--- src/hdl/mtc_pkg.sv ---
// Constants, register map and encodings for the training command unit
package mtc_pkg;
   // Clock and timing, times in their own units
   localparam int CLK_PS      = 10000;
   localparam int ADR_NS      = 20;
   localparam int ADR_PS      = ADR_NS * 1000;
   localparam int MRZ_PS      = 1500;
   localparam int SPACE_NCK   = 2;
   // Longest time rounds down, least time rounds up, never below one
   localparam int ADR_CYC_RAW = ADR_PS / CLK_PS;
   localparam int ADR_CYC     = (ADR_CYC_RAW < 1) ? 1 : ADR_CYC_RAW;
   localparam int SPACE_CYC   = (ADR_PS + CLK_PS - 1) / CLK_PS + SPACE_NCK;
   localparam int MRZ_CYC_RAW = (MRZ_PS + CLK_PS - 1) / CLK_PS;
   localparam int MRZ_CYC     = (MRZ_CYC_RAW < 1) ? 1 : MRZ_CYC_RAW;
   localparam logic [3:0] ADR_CNT   = 4'(ADR_CYC);
   localparam logic [3:0] SPACE_CNT = 4'(SPACE_CYC);
   localparam logic [3:0] MRZ_CNT   = 4'(MRZ_CYC);

   // Command encodings on the first edge, ca[4:0]
   localparam logic [4:0] MPC_CODE  = 5'h00;
   localparam logic [4:0] CAS2_CODE = 5'h12;

   // Operand codes
   localparam logic [6:0] OP_RD_FIFO  = 7'h41;
   localparam logic [6:0] OP_RD_CAL   = 7'h43;
   localparam logic [6:0] OP_RFU      = 7'h45;
   localparam logic [6:0] OP_WR_FIFO  = 7'h47;
   localparam logic [6:0] OP_OSC_GO   = 7'h4B;
   localparam logic [6:0] OP_OSC_STOP = 7'h4D;
   localparam logic [6:0] OP_ZQ_START = 7'h4F;
   localparam logic [6:0] OP_ZQ_LATCH = 7'h51;
   localparam int         OP_TRAIN    = 6;

   // FIFO shape
   localparam int         FIFO_DEPTH = 5;
   localparam int         WORD_W     = 18;
   localparam logic [2:0] PTR_LAST   = 3'h4;
   localparam logic [2:0] PTR_FIRST  = 3'h0;

   // Latency pipeline
   localparam int LAT_DEPTH = 64;
   localparam int LAT_W     = 6;

   // Calibration read pattern, a plain default
   localparam logic [15:0] CAL_PATTERN = 16'h5AA5;

   // Register byte offsets
   localparam logic [7:0] REG_CTRL   = 8'h00;
   localparam logic [7:0] REG_LAT    = 8'h04;
   localparam logic [7:0] REG_STATUS = 8'h08;
   localparam logic [7:0] REG_ZQCNT  = 8'h0C;

   // Control fields
   localparam int CTRL_CBT_EN = 0;
   localparam int CTRL_WR_DBI = 1;
   localparam int CTRL_RD_DBI = 2;
   localparam int CTRL_DM_EN  = 3;
   localparam int CTRL_OPERATING_PARAMETER_SET = 4;
   localparam int CTRL_W      = 5;
   localparam logic [CTRL_W-1:0] CTRL_RST = 5'h00;
   // Latency fields
   localparam int LAT_RL_LSB = 0;
   localparam int LAT_WL_LSB = 8;
   localparam logic [LAT_W-1:0] RL_RST = 6'h06;
   localparam logic [LAT_W-1:0] WL_RST = 6'h04;
   // Status fields
   localparam int ST_OSC    = 0;
   localparam int ST_FSP    = 2;
   localparam int ST_CBT    = 3;
   localparam int ST_SEQERR = 4;
   localparam int ST_WPTR   = 8;
   localparam int ST_RPTR   = 12;

   localparam logic [1:0] HTRANS_NONSEQ = 2'h2;
   localparam logic       HRESP_OKAY    = 1'b0;
endpackage

--- src/hdl/mtc_fifo.sv ---
// Five-entry training FIFO with wrapping write and read pointers
`timescale 1ns/1ns
module mtc_fifo
   import mtc_pkg::*;
(
   input  wire logic              clk,
   input  wire logic              rst,
   input  wire logic              wr_en,
   input  wire logic [WORD_W-1:0] wr_data,
   input  wire logic              rd_en,
   output logic      [WORD_W-1:0] rd_data,
   output logic      [2:0]        wr_ptr,
   output logic      [2:0]        rd_ptr
);
   logic [WORD_W-1:0] mem_q [FIFO_DEPTH];
   logic [2:0]        wr_ptr_q;
   logic [2:0]        rd_ptr_q;

   always_ff @(posedge clk or posedge rst) begin
      if (rst) begin
         wr_ptr_q <= PTR_FIRST;
      end else if (wr_en) begin
         wr_ptr_q <= (wr_ptr_q == PTR_LAST) ? PTR_FIRST : wr_ptr_q + 3'h1;
      end
   end

   always_ff @(posedge clk or posedge rst) begin
      if (rst) begin
         rd_ptr_q <= PTR_FIRST;
      end else if (rd_en) begin
         rd_ptr_q <= (rd_ptr_q == PTR_LAST) ? PTR_FIRST : rd_ptr_q + 3'h1;
      end
   end

   // storage has no reset, unwritten entries stay undefined
   for (genvar i = 0; i < FIFO_DEPTH; i++) begin : g_entry
      always_ff @(posedge clk) begin
         if (wr_en && wr_ptr_q == 3'(i)) begin
            mem_q[i] <= wr_data;
         end
      end
   end

   // Registered read word, a read never disturbs the stored entries
   always_ff @(posedge clk) begin
      if (rd_en) begin
         rd_data <= mem_q[rd_ptr_q];
      end
   end

   assign wr_ptr = wr_ptr_q;
   assign rd_ptr = rd_ptr_q;
endmodule

--- src/hdl/mtc_top.sv ---
// Multipurpose command decoder, training FIFO path and command bus training
//
// Implementation choices: the AHB-Lite interface to the registers and the placing of the registers.
`timescale 1ns/1ns
module mtc_top
   import mtc_pkg::*;
(
   input  wire logic        clk,
   input  wire logic        rst,
   // AHB-Lite slave
   input  wire logic        hsel,
   input  wire logic [31:0] haddr,
   input  wire logic [1:0]  htrans,
   input  wire logic        hwrite,
   input  wire logic [2:0]  hsize,
   input  wire logic [31:0] hwdata,
   input  wire logic        hready,
   output logic             hreadyout,
   output logic             hresp,
   output logic      [31:0] hrdata,
   // Command bus
   input  wire logic        cke,
   input  wire logic        cs,
   input  wire logic [5:0]  ca,
   // Data bus, one word per burst
   input  wire logic [15:0] dq_in,
   output logic      [15:0] dq_out,
   output logic             dq_oe,
   input  wire logic [1:0]  dmi_in,
   output logic      [1:0]  dmi_out,
   output logic             dmi_oe,
   // Function strobes and status levels
   output logic             osc_running,
   output logic             zq_start,
   output logic             zq_latch,
   output logic             fsp_active
);
   typedef enum logic [1:0] {
      MTC_NONE   = 2'b00,
      MTC_WR     = 2'b01,
      MTC_RD     = 2'b10,
      MTC_CAL    = 2'b11
   } mtc_op_e;

   logic [CTRL_W-1:0] ctrl_q;
   logic [LAT_W-1:0]  rl_q, wl_q;
   logic [7:0]        zq_go_cnt_q, zq_lat_cnt_q;
   logic              seq_err_q;
   logic              acc, wr_pend_q;
   logic [7:0]        addr_q;
   logic              cke_q, cbt_q;
   logic              mpc_half_q, op6_q;
   logic              cas_half_q;
   mtc_op_e           need_q, cas_op_q;
   logic [6:0]        op;
   logic              mpc_done, first_edge, cas_first, cas_done;
   logic              osc_q, zq_start_q, zq_latch_q;
   logic [LAT_DEPTH-1:0] wr_sr_q, rd_sr_q, cal_sr_q;
   logic              wr_tap, rd_tap, cal_tap;
   logic              rd_tap_q, cal_tap_q;
   logic [WORD_W-1:0] fifo_rd;
   logic [2:0]        wptr, rptr;
   logic              err_set, err_clr, mask_on;
   logic [5:0]        smp_q;
   logic [3:0]        adr_cnt_q, space_cnt_q, mrz_cnt_q;
   logic              smp_vld_q, cbt_drive_q;
   logic              cbt_sample;

   // Bus slave: zero wait states, always OKAY
   assign hreadyout = 1'b1;
   assign hresp     = HRESP_OKAY;
   assign acc       = hsel && hready && htrans == HTRANS_NONSEQ;

   // Address phase capture; all accesses are whole aligned words
   always_ff @(posedge clk or posedge rst) begin
      if (rst) begin
         wr_pend_q <= 1'b0;
         addr_q    <= 8'h00;
      end else if (hready) begin
         wr_pend_q <= acc && hwrite;
         addr_q    <= acc ? haddr[7:0] : addr_q;
      end
   end

   // Control and latency registers, written in the data phase
   always_ff @(posedge clk or posedge rst) begin
      if (rst) begin
         ctrl_q <= CTRL_RST;
         rl_q   <= RL_RST;
         wl_q   <= WL_RST;
      end else if (wr_pend_q) begin
         case (addr_q)
            REG_CTRL: begin
               ctrl_q <= hwdata[CTRL_W-1:0];
            end
            REG_LAT: begin
               rl_q <= hwdata[LAT_RL_LSB +: LAT_W];
               wl_q <= hwdata[LAT_WL_LSB +: LAT_W];
            end
            default: begin
            end
         endcase
      end
   end

   // Read mux over registered state; unmapped offsets read zero
   always_comb begin
      hrdata = 32'h0000_0000;
      case (addr_q)
         REG_CTRL: hrdata[CTRL_W-1:0] = ctrl_q;
         REG_LAT: begin
            hrdata[LAT_RL_LSB +: LAT_W] = rl_q;
            hrdata[LAT_WL_LSB +: LAT_W] = wl_q;
         end
         REG_STATUS: begin
            hrdata[ST_OSC]        = osc_q;
            hrdata[ST_FSP]        = fsp_active;
            hrdata[ST_CBT]        = cbt_q;
            hrdata[ST_SEQERR]     = seq_err_q;
            hrdata[ST_WPTR +: 3]  = wptr;
            hrdata[ST_RPTR +: 3]  = rptr;
         end
         REG_ZQCNT: hrdata[15:0] = {zq_lat_cnt_q, zq_go_cnt_q};
         default: hrdata = 32'h0000_0000;
      endcase
   end

   // Training mode tracks clock enable once software arms it
   always_ff @(posedge clk or posedge rst) begin
      if (rst) begin
         cke_q <= 1'b0;
         cbt_q <= 1'b0;
      end else begin
         cke_q <= cke;
         if (cke) begin
            cbt_q <= 1'b0;
         end else if (cke_q && ctrl_q[CTRL_CBT_EN]) begin
            cbt_q <= 1'b1;
         end
      end
   end

   assign fsp_active = cbt_q ? ~ctrl_q[CTRL_OPERATING_PARAMETER_SET] : ctrl_q[CTRL_OPERATING_PARAMETER_SET];

   // Commands are decoded only while clock enable stays high, except the column command's second edge, which ignores it
   assign first_edge = cke && cke_q && cs && !mpc_half_q && !cas_half_q;
   assign cas_first  = first_edge && ca[4:0] == CAS2_CODE;

   always_ff @(posedge clk or posedge rst) begin
      if (rst) begin
         mpc_half_q <= 1'b0;
         op6_q      <= 1'b0;
      end else begin
         mpc_half_q <= first_edge && ca[4:0] == MPC_CODE;
         op6_q      <= first_edge ? ca[5] : op6_q;
      end
   end

   assign mpc_done = mpc_half_q && !cs && cke;
   assign op       = {op6_q, ca};

   function automatic mtc_op_e data_op(input logic [6:0] code);
      mtc_op_e r;
      r = MTC_NONE;
      if (code[OP_TRAIN]) begin
         case (code)
            OP_WR_FIFO: r = MTC_WR;
            OP_RD_FIFO: r = MTC_RD;
            OP_RD_CAL:  r = MTC_CAL;
            default:    r = MTC_NONE;
         endcase
      end
      return r;
   endfunction

   always_ff @(posedge clk or posedge rst) begin
      if (rst) begin
         osc_q        <= 1'b0;
         zq_start_q   <= 1'b0;
         zq_latch_q   <= 1'b0;
         zq_go_cnt_q  <= 8'h00;
         zq_lat_cnt_q <= 8'h00;
      end else begin
         zq_start_q <= 1'b0;
         zq_latch_q <= 1'b0;
         if (mpc_done) begin
            case (op)
               OP_OSC_GO:   osc_q <= 1'b1;
               OP_OSC_STOP: osc_q <= 1'b0;
               OP_ZQ_START: begin
                  zq_start_q  <= 1'b1;
                  zq_go_cnt_q <= zq_go_cnt_q + 8'h01;
               end
               OP_ZQ_LATCH: begin
                  zq_latch_q   <= 1'b1;
                  zq_lat_cnt_q <= zq_lat_cnt_q + 8'h01;
               end
               default: begin
               end
            endcase
         end
      end
   end

   assign osc_running = osc_q;
   assign zq_start    = zq_start_q;
   assign zq_latch    = zq_latch_q;

   // column command must come next; anything else drops the op
   always_ff @(posedge clk or posedge rst) begin
      if (rst) begin
         need_q     <= MTC_NONE;
         cas_half_q <= 1'b0;
         cas_op_q   <= MTC_NONE;
      end else begin
         cas_half_q <= cas_first && need_q != MTC_NONE;
         if (mpc_done) begin
            need_q <= data_op(op);
         end else if (first_edge) begin
            need_q <= MTC_NONE;
         end
         if (cas_first) begin
            cas_op_q <= need_q;
         end
      end
   end

   assign cas_done = cas_half_q && !cs;

   // nonzero operands flagged; missing column command flagged
   assign err_set = (first_edge && need_q != MTC_NONE && !cas_first)
                 || (cas_done && ca != 6'h00);
   assign err_clr = wr_pend_q && addr_q == REG_STATUS && hwdata[ST_SEQERR];

   // Sticky error; a new error in the clear cycle survives
   always_ff @(posedge clk or posedge rst) begin
      if (rst) begin
         seq_err_q <= 1'b0;
      end else if (err_set) begin
         seq_err_q <= 1'b1;
      end else if (err_clr) begin
         seq_err_q <= 1'b0;
      end
   end

   // latency starts at the second edge
   // pipelines let ops overlap at column spacing
   always_ff @(posedge clk or posedge rst) begin
      if (rst) begin
         wr_sr_q  <= '0;
         rd_sr_q  <= '0;
         cal_sr_q <= '0;
      end else begin
         wr_sr_q  <= {wr_sr_q[LAT_DEPTH-2:0],  cas_done && cas_op_q == MTC_WR};
         rd_sr_q  <= {rd_sr_q[LAT_DEPTH-2:0],  cas_done && cas_op_q == MTC_RD};
         cal_sr_q <= {cal_sr_q[LAT_DEPTH-2:0], cas_done && cas_op_q == MTC_CAL};
      end
   end

   // no bank or refresh gating on writes
   assign wr_tap  = wr_sr_q[wl_q];
   assign rd_tap  = rd_sr_q[rl_q];
   assign cal_tap = cal_sr_q[rl_q];
   assign mask_on = ctrl_q[CTRL_WR_DBI] || ctrl_q[CTRL_RD_DBI]
                 || ctrl_q[CTRL_DM_EN];

   mtc_fifo u_fifo (
      .clk     (clk),
      .rst     (rst),
      .wr_en   (wr_tap),
      .wr_data ({dmi_in, dq_in}),
      .rd_en   (rd_tap),
      .rd_data (fifo_rd),
      .wr_ptr  (wptr),
      .rd_ptr  (rptr)
   );

   // FIFO word lands one cycle after the tap
   always_ff @(posedge clk or posedge rst) begin
      if (rst) begin
         rd_tap_q  <= 1'b0;
         cal_tap_q <= 1'b0;
      end else begin
         rd_tap_q  <= rd_tap;
         cal_tap_q <= cal_tap;
      end
   end

   assign cbt_sample = cbt_q && !cke && cs;

   // newer sample replaces a withheld one and restarts timing
   always_ff @(posedge clk or posedge rst) begin
      if (rst) begin
         smp_q       <= 6'h00;
         smp_vld_q   <= 1'b0;
         adr_cnt_q   <= 4'h0;
         space_cnt_q <= 4'h0;
      end else if (cbt_sample) begin
         smp_q       <= ca;
         smp_vld_q   <= 1'b0;
         adr_cnt_q   <= ADR_CNT;
         space_cnt_q <= SPACE_CNT;
      end else begin
         if (adr_cnt_q != 4'h0) begin
            adr_cnt_q <= adr_cnt_q - 4'h1;
         end
         if (space_cnt_q != 4'h0) begin
            space_cnt_q <= space_cnt_q - 4'h1;
         end
         if (adr_cnt_q == 4'h1) begin
            smp_vld_q <= 1'b1;
         end
         if (!cbt_q) begin
            smp_vld_q <= 1'b0;
         end
      end
   end

   // outputs held a minimum time after exit
   always_ff @(posedge clk or posedge rst) begin
      if (rst) begin
         cbt_drive_q <= 1'b0;
         mrz_cnt_q   <= 4'h0;
      end else if (cbt_q) begin
         cbt_drive_q <= 1'b1;
         mrz_cnt_q   <= MRZ_CNT;
      end else if (mrz_cnt_q != 4'h0) begin
         mrz_cnt_q <= mrz_cnt_q - 4'h1;
      end else begin
         cbt_drive_q <= 1'b0;
      end
   end

   // Data output flops; training drive takes priority over reads
   always_ff @(posedge clk or posedge rst) begin
      if (rst) begin
         dq_out  <= 16'h0000;
         dq_oe   <= 1'b0;
         dmi_out <= 2'h0;
         dmi_oe  <= 1'b0;
      end else if (cbt_drive_q || cbt_q) begin
         dq_out  <= {10'h000, smp_vld_q ? smp_q : 6'h00};
         dq_oe   <= 1'b1;
         dmi_out <= 2'h0;
         dmi_oe  <= 1'b0;
      end else begin
         dq_oe   <= rd_tap_q || cal_tap_q;
         dq_out  <= cal_tap_q ? CAL_PATTERN : fifo_rd[15:0];
         dmi_oe  <= (rd_tap_q || cal_tap_q) && mask_on;
         dmi_out <= cal_tap_q ? 2'h0 : fifo_rd[17:16];
      end
   end

   // hsize is fixed at word transfers; unused bits tolerated
   logic unused_ok;
   assign unused_ok = ^{hsize, haddr[31:8], space_cnt_q};
endmodule

--- config.mk ---
export PLATFORM = sky130hd
export DESIGN_NAME = mtc_top
export DESIGN_NICKNAME = d
export VERILOG_FILES = /design/src/hdl/mtc_pkg.sv /design/src/hdl/mtc_fifo.sv /design/src/hdl/mtc_top.sv
export SDC_FILE = /design/constraint.sdc
export NUM_CORES = 1
export LEC_CHECK = 0
export ABC_AREA = 1
export BUFFER_PORTS_ARGS = -buffer_cell sky130_fd_sc_hd__buf_2
export CAP_MARGIN = 10
export CORE_UTILIZATION = 30
export CTS_CLUSTER_SIZE = 30
export DETAILED_ROUTE_END_ITERATION = 6
export PLACE_DENSITY_LB_ADDON = 0.15
export SYNTH_ARGS = -nofsm -noshare
export SYNTH_HDL_FRONTEND = slang
export SYNTH_HIERARCHICAL = 1
export SYNTH_SLANG_ARGS = --single-unit
--- constraint.sdc ---
create_clock -name clk -period 21.6 [get_ports clk]
set_input_delay 1.08 -clock clk [delete_from_list [all_inputs] [get_ports clk]]
set_output_delay 1.08 -clock clk [all_outputs]
set_load 0.01 [all_outputs]
=== Yosys cells after proc, flatten, opt, wreduce, memory -nomap -nowiden ===
Memories as Yosys holds them, arrays and structs flattened. A register that Yosys moved wholly into a read port is not among the register bits.
Index checks and enable logic that the tools add are counted.

* Register bits after elaboration: 291
* Bits in latches: 0
* Bits in writable memories: 90
* ROM bits: 0
* Input port bits: 100
* Output and inout bits: 58
* Word-level logic and storage cells: 200
* Memories: 1

{| class="wikitable"
|+ Memory list
! memory !! depth !! bits a word !! read ports !! clocked after memory_dff !! wr ports !! RTL line !! RTL
|-
| u_fifo.mem_q || 5 || 18 || 1 || 1 || 1 || mtc_fifo.sv:15 || <nowiki>logic [WORD_W-1:0] mem_q [FIFO_DEPTH];</nowiki>
|}

* $add $sub $neg: 6
* $mul: 0
* Div/mod/pow operators: 0
* Order comparisons: 2
* Equal/unequal tests: 23
* Shift-type cells: 0
* Mux-type cells: 70
* Bitwise gates (word level): 1
* Reduce and logical (&&, ||, !) cells: 63

{| class="wikitable"
|+ Operators by type and width
! kind !! number
|-
| $mux 18 || 4
|-
| $reduce_or 18->1 || 4
|-
| $eq 7x7->1 const B || 7
|-
| $mux 1 || 34
|-
| $mux 16 || 2
|-
| $logic_and 1x1->1 || 30
|-
| $bmux 1 s6 || 3
|-
| $mux 3 || 6
|-
| $add 8x1->8 const B || 2
|-
| $eq 8x4->1 const B || 2
|-
| $mux 4 || 4
|-
| $lt 6x7->1 const B || 2
|-
| $reduce_bool 2->1 || 7
|-
| $mux 2 || 6
|-
| $pmux 2 s3 || 2
|-
| $pmux 3 s4 || 1
|-
| $reduce_and 2->1 || 6
|-
| $pmux 3 s3 || 1
|-
| $eq 8x3->1 const B || 1
|-
| $logic_not 8->1 || 1
|-
| $pmux 1 s2 || 4
|-
| $reduce_bool 4->1 || 2
|-
| $sub 4x1->4 const B || 2
|-
| $add 3x1->3 const B || 2
|-
| 18 further kinds || 30
|}

=== Logic depth before layout (Yosys ltp) ===
* Depth after elaboration: 10
* Mapped depth: 14
* Gate-level depth less buffers: 12

=== Cells and area by module ===
The synthesis kept the hierarchy.

{| class="wikitable"
|+ By module, submodules not included
! module !! instances !! cells an instance !! area each (um2) !! seq. area each (um2)
|-
| mtc_top || 1 || 1,107 || 11,009.3 || 7,135.6
|-
| mtc_fifo || 1 || 421 || 4,699.5 || 3,393.3
|}

=== Worst setup path before layout ===
OpenSTA, ideal clock, no wires.

* Path kind: register -> register
* Start: reg wl_q[1]
* End: mem u_fifo.mem_q[0][0], enable pin
* Setup time: 0.393 ns
* Arrival: 2.240 ns
* Data required time: 21.207 ns
* Path slack: 18.967 ns
* Stages on the path, launching flop included: 13
* Path buffers: 2
* Clock period less this slack: 2.633 ns
* Cells stage by stage: dfrtp_1 -> buf_2 -> clkinv_1 -> buf_2 -> nand3_1 -> nand3_1 -> nand2_1 -> nand2_1 -> nand3_1 -> nand3_1 -> nand2_1 -> nand2_1 -> nor2_1

* Cells in the longest elaborated chain, start to end: 10
* Elaborated cells on any way between the ends: 29
* Classes of those cells: mux: 20; reduce/logical: 9

{| class="wikitable"
|+ Ends and longest elaborated chain
! what !! RTL line !! RTL
|-
| start: declaration || mtc_top.sv:46 || <nowiki>logic [LAT_W-1:0] rl_q, wl_q;</nowiki>
|-
| start signal: assignment || mtc_top.sv:98 || <nowiki>wl_q <= hwdata[LAT_WL_LSB +: LAT_W];</nowiki>
|-
| $bmux 1 s6 * || mtc_top.sv:261 || <nowiki>assign wr_tap = wr_sr_q[wl_q];</nowiki>
|-
| $mux 1 (not written as such) * || mtc_top.sv:261 ||
|-
| via wr_tap || mtc_top.sv:59 || <nowiki>logic wr_tap, rd_tap, cal_tap;</nowiki>
|-
| $logic_and 1x1->1 || mtc_fifo.sv:38 || <nowiki>if (wr_en && wr_ptr_q == 3'(i)) begin</nowiki>
|-
| $mux 1 || mtc_fifo.sv:38 ||
|-
| $mux 1 (not written as such) || mtc_fifo.sv:39 || <nowiki>mem_q[i] <= wr_data;</nowiki>
|-
| $reduce_or 18->1 (no source line) || -- ||
|-
| $mux 3 (no source line) or $mux 1 (tied branches) (4 in series) || -- ||
|-
| end: declaration || mtc_fifo.sv:15 ||
|}

Mark *: on every way through the listed nets, which the timed path passes. The rest lies on a longest branch. The select of a mux whose other input is x is not followed.

=== Final worst setup path ===
* Start: reg rl_q[2]
* End: out hrdata[2]

* Cells in the longest elaborated chain, start to end: 1

{| class="wikitable"
|+ Ends and longest elaborated chain
! what !! RTL line !! RTL
|-
| start: declaration || mtc_top.sv:46 ||
|-
| start signal: assignment || mtc_top.sv:97 || <nowiki>rl_q <= hwdata[LAT_RL_LSB +: LAT_W];</nowiki>
|-
| $pmux 3 s4 || mtc_top.sv:109 || <nowiki>case (addr_q)</nowiki>
|-
| end: declaration || mtc_top.sv:20 || <nowiki>output logic [31:0] hrdata,</nowiki>
|}

No other way between the ends.

==> impl_metrics.ini <==
[routing]
wl_per_cell_um = 16.4
ant_nets = 0
via_count = 10400
drtPass1Iterations = 5
drt-total-wl_mm = 38.3
avgViaCountPerCell = 4.46
drt_iter0_markers = 770
post-route-drc-count = 0

[place]
port_buffers = 92
numPlacedInstances = 2254
dp_hpwl_mm = 23.3
routabilityCongestion = 0.775

[timing]
fin_crit_ps = 4270
setup_violations = 0
clock.fmax_mhz = 234
skew_ps = 31.4
fin_setup_tns_ps = 0
worst_slew_margin_rel_pct = 26.0
finalHoldViolations = 0
finalCritPeriodShare_pct = 19.8
tightest_slew_ps = 1100
rsz0062_at_grt = false
slew_viol_final = 0

[power_and_ir_drop]
vdd_ir_drop_max_mv = 0.0680
power_density_nw_per_um2 = 109
power_frac_comb_pct = 17.1
p_switching_uw = 606
power_frac_seq_pct = 45.4
pwr-share-clk_pct = 37.6
switching_share_pct = 30.4
p_leak_nw = 8.76
intPower_mw = 1.39

[synthesis]
synthCells = 1528
synth.distinct_cells = 46
ys.flop_type = dfrtp_1
syn_area_per_cell_um2 = 10.3
synth-async-reset-ratio_pct = 72.9
synthSimpleGateAreaFrac_pct = 21.3
yosys.area_share.xor_xnor_pct = 0.836
synth-adder-area-share_pct = 1.04
syn_area_um2 = 15700
synth-seq-cells = 399
synthMuxAreaShare_pct = 0.502
seq_area_frac_synth_pct = 67.0
yosys_warnings = 6
synth_compound_area_share_pct = 2.92
synth_edf_count = 108
synth_top_family_by_area = simple AND/OR/NAND/NOR gates

[clocking]
clk_pin_slew_ps = 60
clockBufferDepth = 3
cts_buffers = 46
hold_buffers = 0
ctsResizeCount = 0
cts.sinks = 399
cts-root-buf = clkbuf_16
htreeDepth = 2
cts_tree = yes
cts_setup_buffers = 0
clk_latency_ps = 590

[floorplanning]
rows = 83
coreArea_um2 = 51500
die_area_um2 = 53300
die_y_um = 231
io_pins = 158
die_w_um = 231
start_util_pct = 30.5

[finish]
area_growth_pct = 16.1
fill_cells = 5229
fin_cells = 2339
final_nets = 1735
drive_gt1_share_pct = 12.2

[setup_path]
start_kind = flop
crit_path_start = rl_q[2]
r2r_start = wl_q[1]
end_kind = primary output
critical_path_class = flop to primary output
required_ps = 20520
critPathArrivalTime_ps = 3190
crit_fanout = 18

[global_routing]
antenna_found_initial = 6
overflow = 0
grt_max_degree = 81
grt_use_total_pct = 14.8
grt_pass1_vias = 10500
grt_pass1_wl_mm = 61.0

[min_path]
hold_path.class = flop to flop
min_from = cal_sr_q[4]

[run]
drv_cap = 0

[status]
outcome = finished clean
[Yosys cell counts, types with 2 or more instances]
cell / count / area (um2)
nand2_1: 481 / 1810
dfrtp_1: 288 / 7210
nand3_1: 211 / 1060
inv_1: 146 / 548
edfxtp_1: 108 / 3240
nor2_1: 52 / 195
o21ai_0: 29 / 145
buf_2: 28 / 140
clkbuf_1: 25 / 93.8
buf_4: 19 / 143
a21oi_1: 17 / 85.1
ha_1: 13 / 163
nor3_1: 13 / 65.1
xor2_1: 13 / 114
clkinv_1: 7 / 26.3
mux2_2: 7 / 78.8
nand4_1: 7 / 43.8
o22ai_1: 6 / 37.5
o21ai_1: 5 / 25.0
o221ai_1: 5 / 43.8
nor2_4: 4 / 45.0
o2111ai_1: 4 / 35.0
a32o_1: 3 / 30.0
buf_6: 3 / 33.8
dfstp_2: 3 / 78.8
inv_2: 3 / 11.3
nand2_2: 3 / 18.8
a211oi_1: 2 / 15.0
a31oi_1: 2 / 12.5
conb_1: 2 / 7.51
nor4_1: 2 / 12.5
o31ai_1: 2 / 15.0
xnor2_1: 2 / 17.5
[path summary, 6_finish.rpt]
kind	end	slack [ps]	depth (start not counted)
worst max-delay path	hrdata[2]	17330	3
worst min-delay path	cal_sr_q[5]	360	0
worst max register to register	u_fifo/mem_q[3][4]	17700	10
worst min register to register	cal_sr_q[5]	360	0
max in group asynchronous	rl_q[0]	18770	4
min in group asynchronous	u_fifo/wr_ptr[2]	480	2
[critical path, stage by stage, from the launching register on]
cell and delay [ps]:
dfstp_2 880, clkinv_1 810, o2111ai_1 700, buf_2 220
[routing by layer]
layer	vias up	share of wire [%]	routed length, um	track usage, %
met4	6	1.8	701	4.30
met5	-	0.11	41	0
met3	52	5.0	1930	2.96
met1	5082	48	18300	20.8
li1	5111	-	-	-
met2	186	45	17400	22.8
[sequential cells by signal, indices dropped and copies added (netlist names), 2 cells and up]
register,cells
ctrl_q,5
adr_cnt_q,4
zq_go_cnt_q,8
smp_q,6
u_fifo/mem_q,90
need_q,2
mrz_cnt_q,4
wl_q,6
wr_sr_q,64
u_fifo/wr_ptr,3
u_fifo/rd_data,18
rl_q,6
cal_sr_q,64
dq_out,16
addr_q,8
u_fifo/rd_ptr,3
dmi_out,2
zq_lat_cnt_q,8
cas_op_q,2
rd_sr_q,64
[final cells by class]
type | instances | area, um2 | area share, %
diodes | 2 | 5.00 | 0.0274
clock buffers | 63 | 1300 | 7.11
clock inverters | 20 | 163 | 0.892
inverters | 157 | 598 | 3.28
multi-input cells | 913 | 4240 | 23.2
flip-flops and latches | 399 | 10500 | 57.7
well taps | 680 | 851 | 4.66
repair buffers | 105 | 558 | 3.06
[per-stage QoR]
stage	setup slack [ps]	hold slack [ps]	cell area [um2]	total power [mW]	utilization [%]
final	17330	365	18200	2.00	35.4
after global routing	17110	372	18200	2.11	35.4
after CTS	17300	368	18200	2.03	35.4
after detailed placement	17670	359	16800	1.27	32.6
after global placement	17590	356	16800	1.26	32.6
after floorplan	12660	354	15800	1.15	-
[cells by family after synthesis]
logic type | after synthesis
xor gates and xnor gates | 15
AOI/OAI and AO/OA | 77
muxes | 7
buffers and inverters | 232
adders and majority gates | 13
and+or+nand+nor | 783
DFF | 399
other | 2
[power groups by stage]
stage	clock network (mW)	registers [mW]	logic [mW]
finish	0.750	0.906	0.341
global route	0.805	0.914	0.394
CTS	0.778	0.908	0.348
detailed placement	0	0.922	0.347
global placement	0	0.920	0.343
floorplan	0	0.897	0.249
[cell usage in the layout, fill, tap and decap left out, types with 17 or more instances in the layout]
cell type	n
nand2_1	481
dfrtp_1	287
nand3_1	211
inv_1	145
edfxtp_1	108
buf_2	92
nor2_1	52
clkbuf_16	47
o21ai_0	29
conb_1	18
a21oi_1	17
Note: power is estimated with default switching activity, not from simulation.
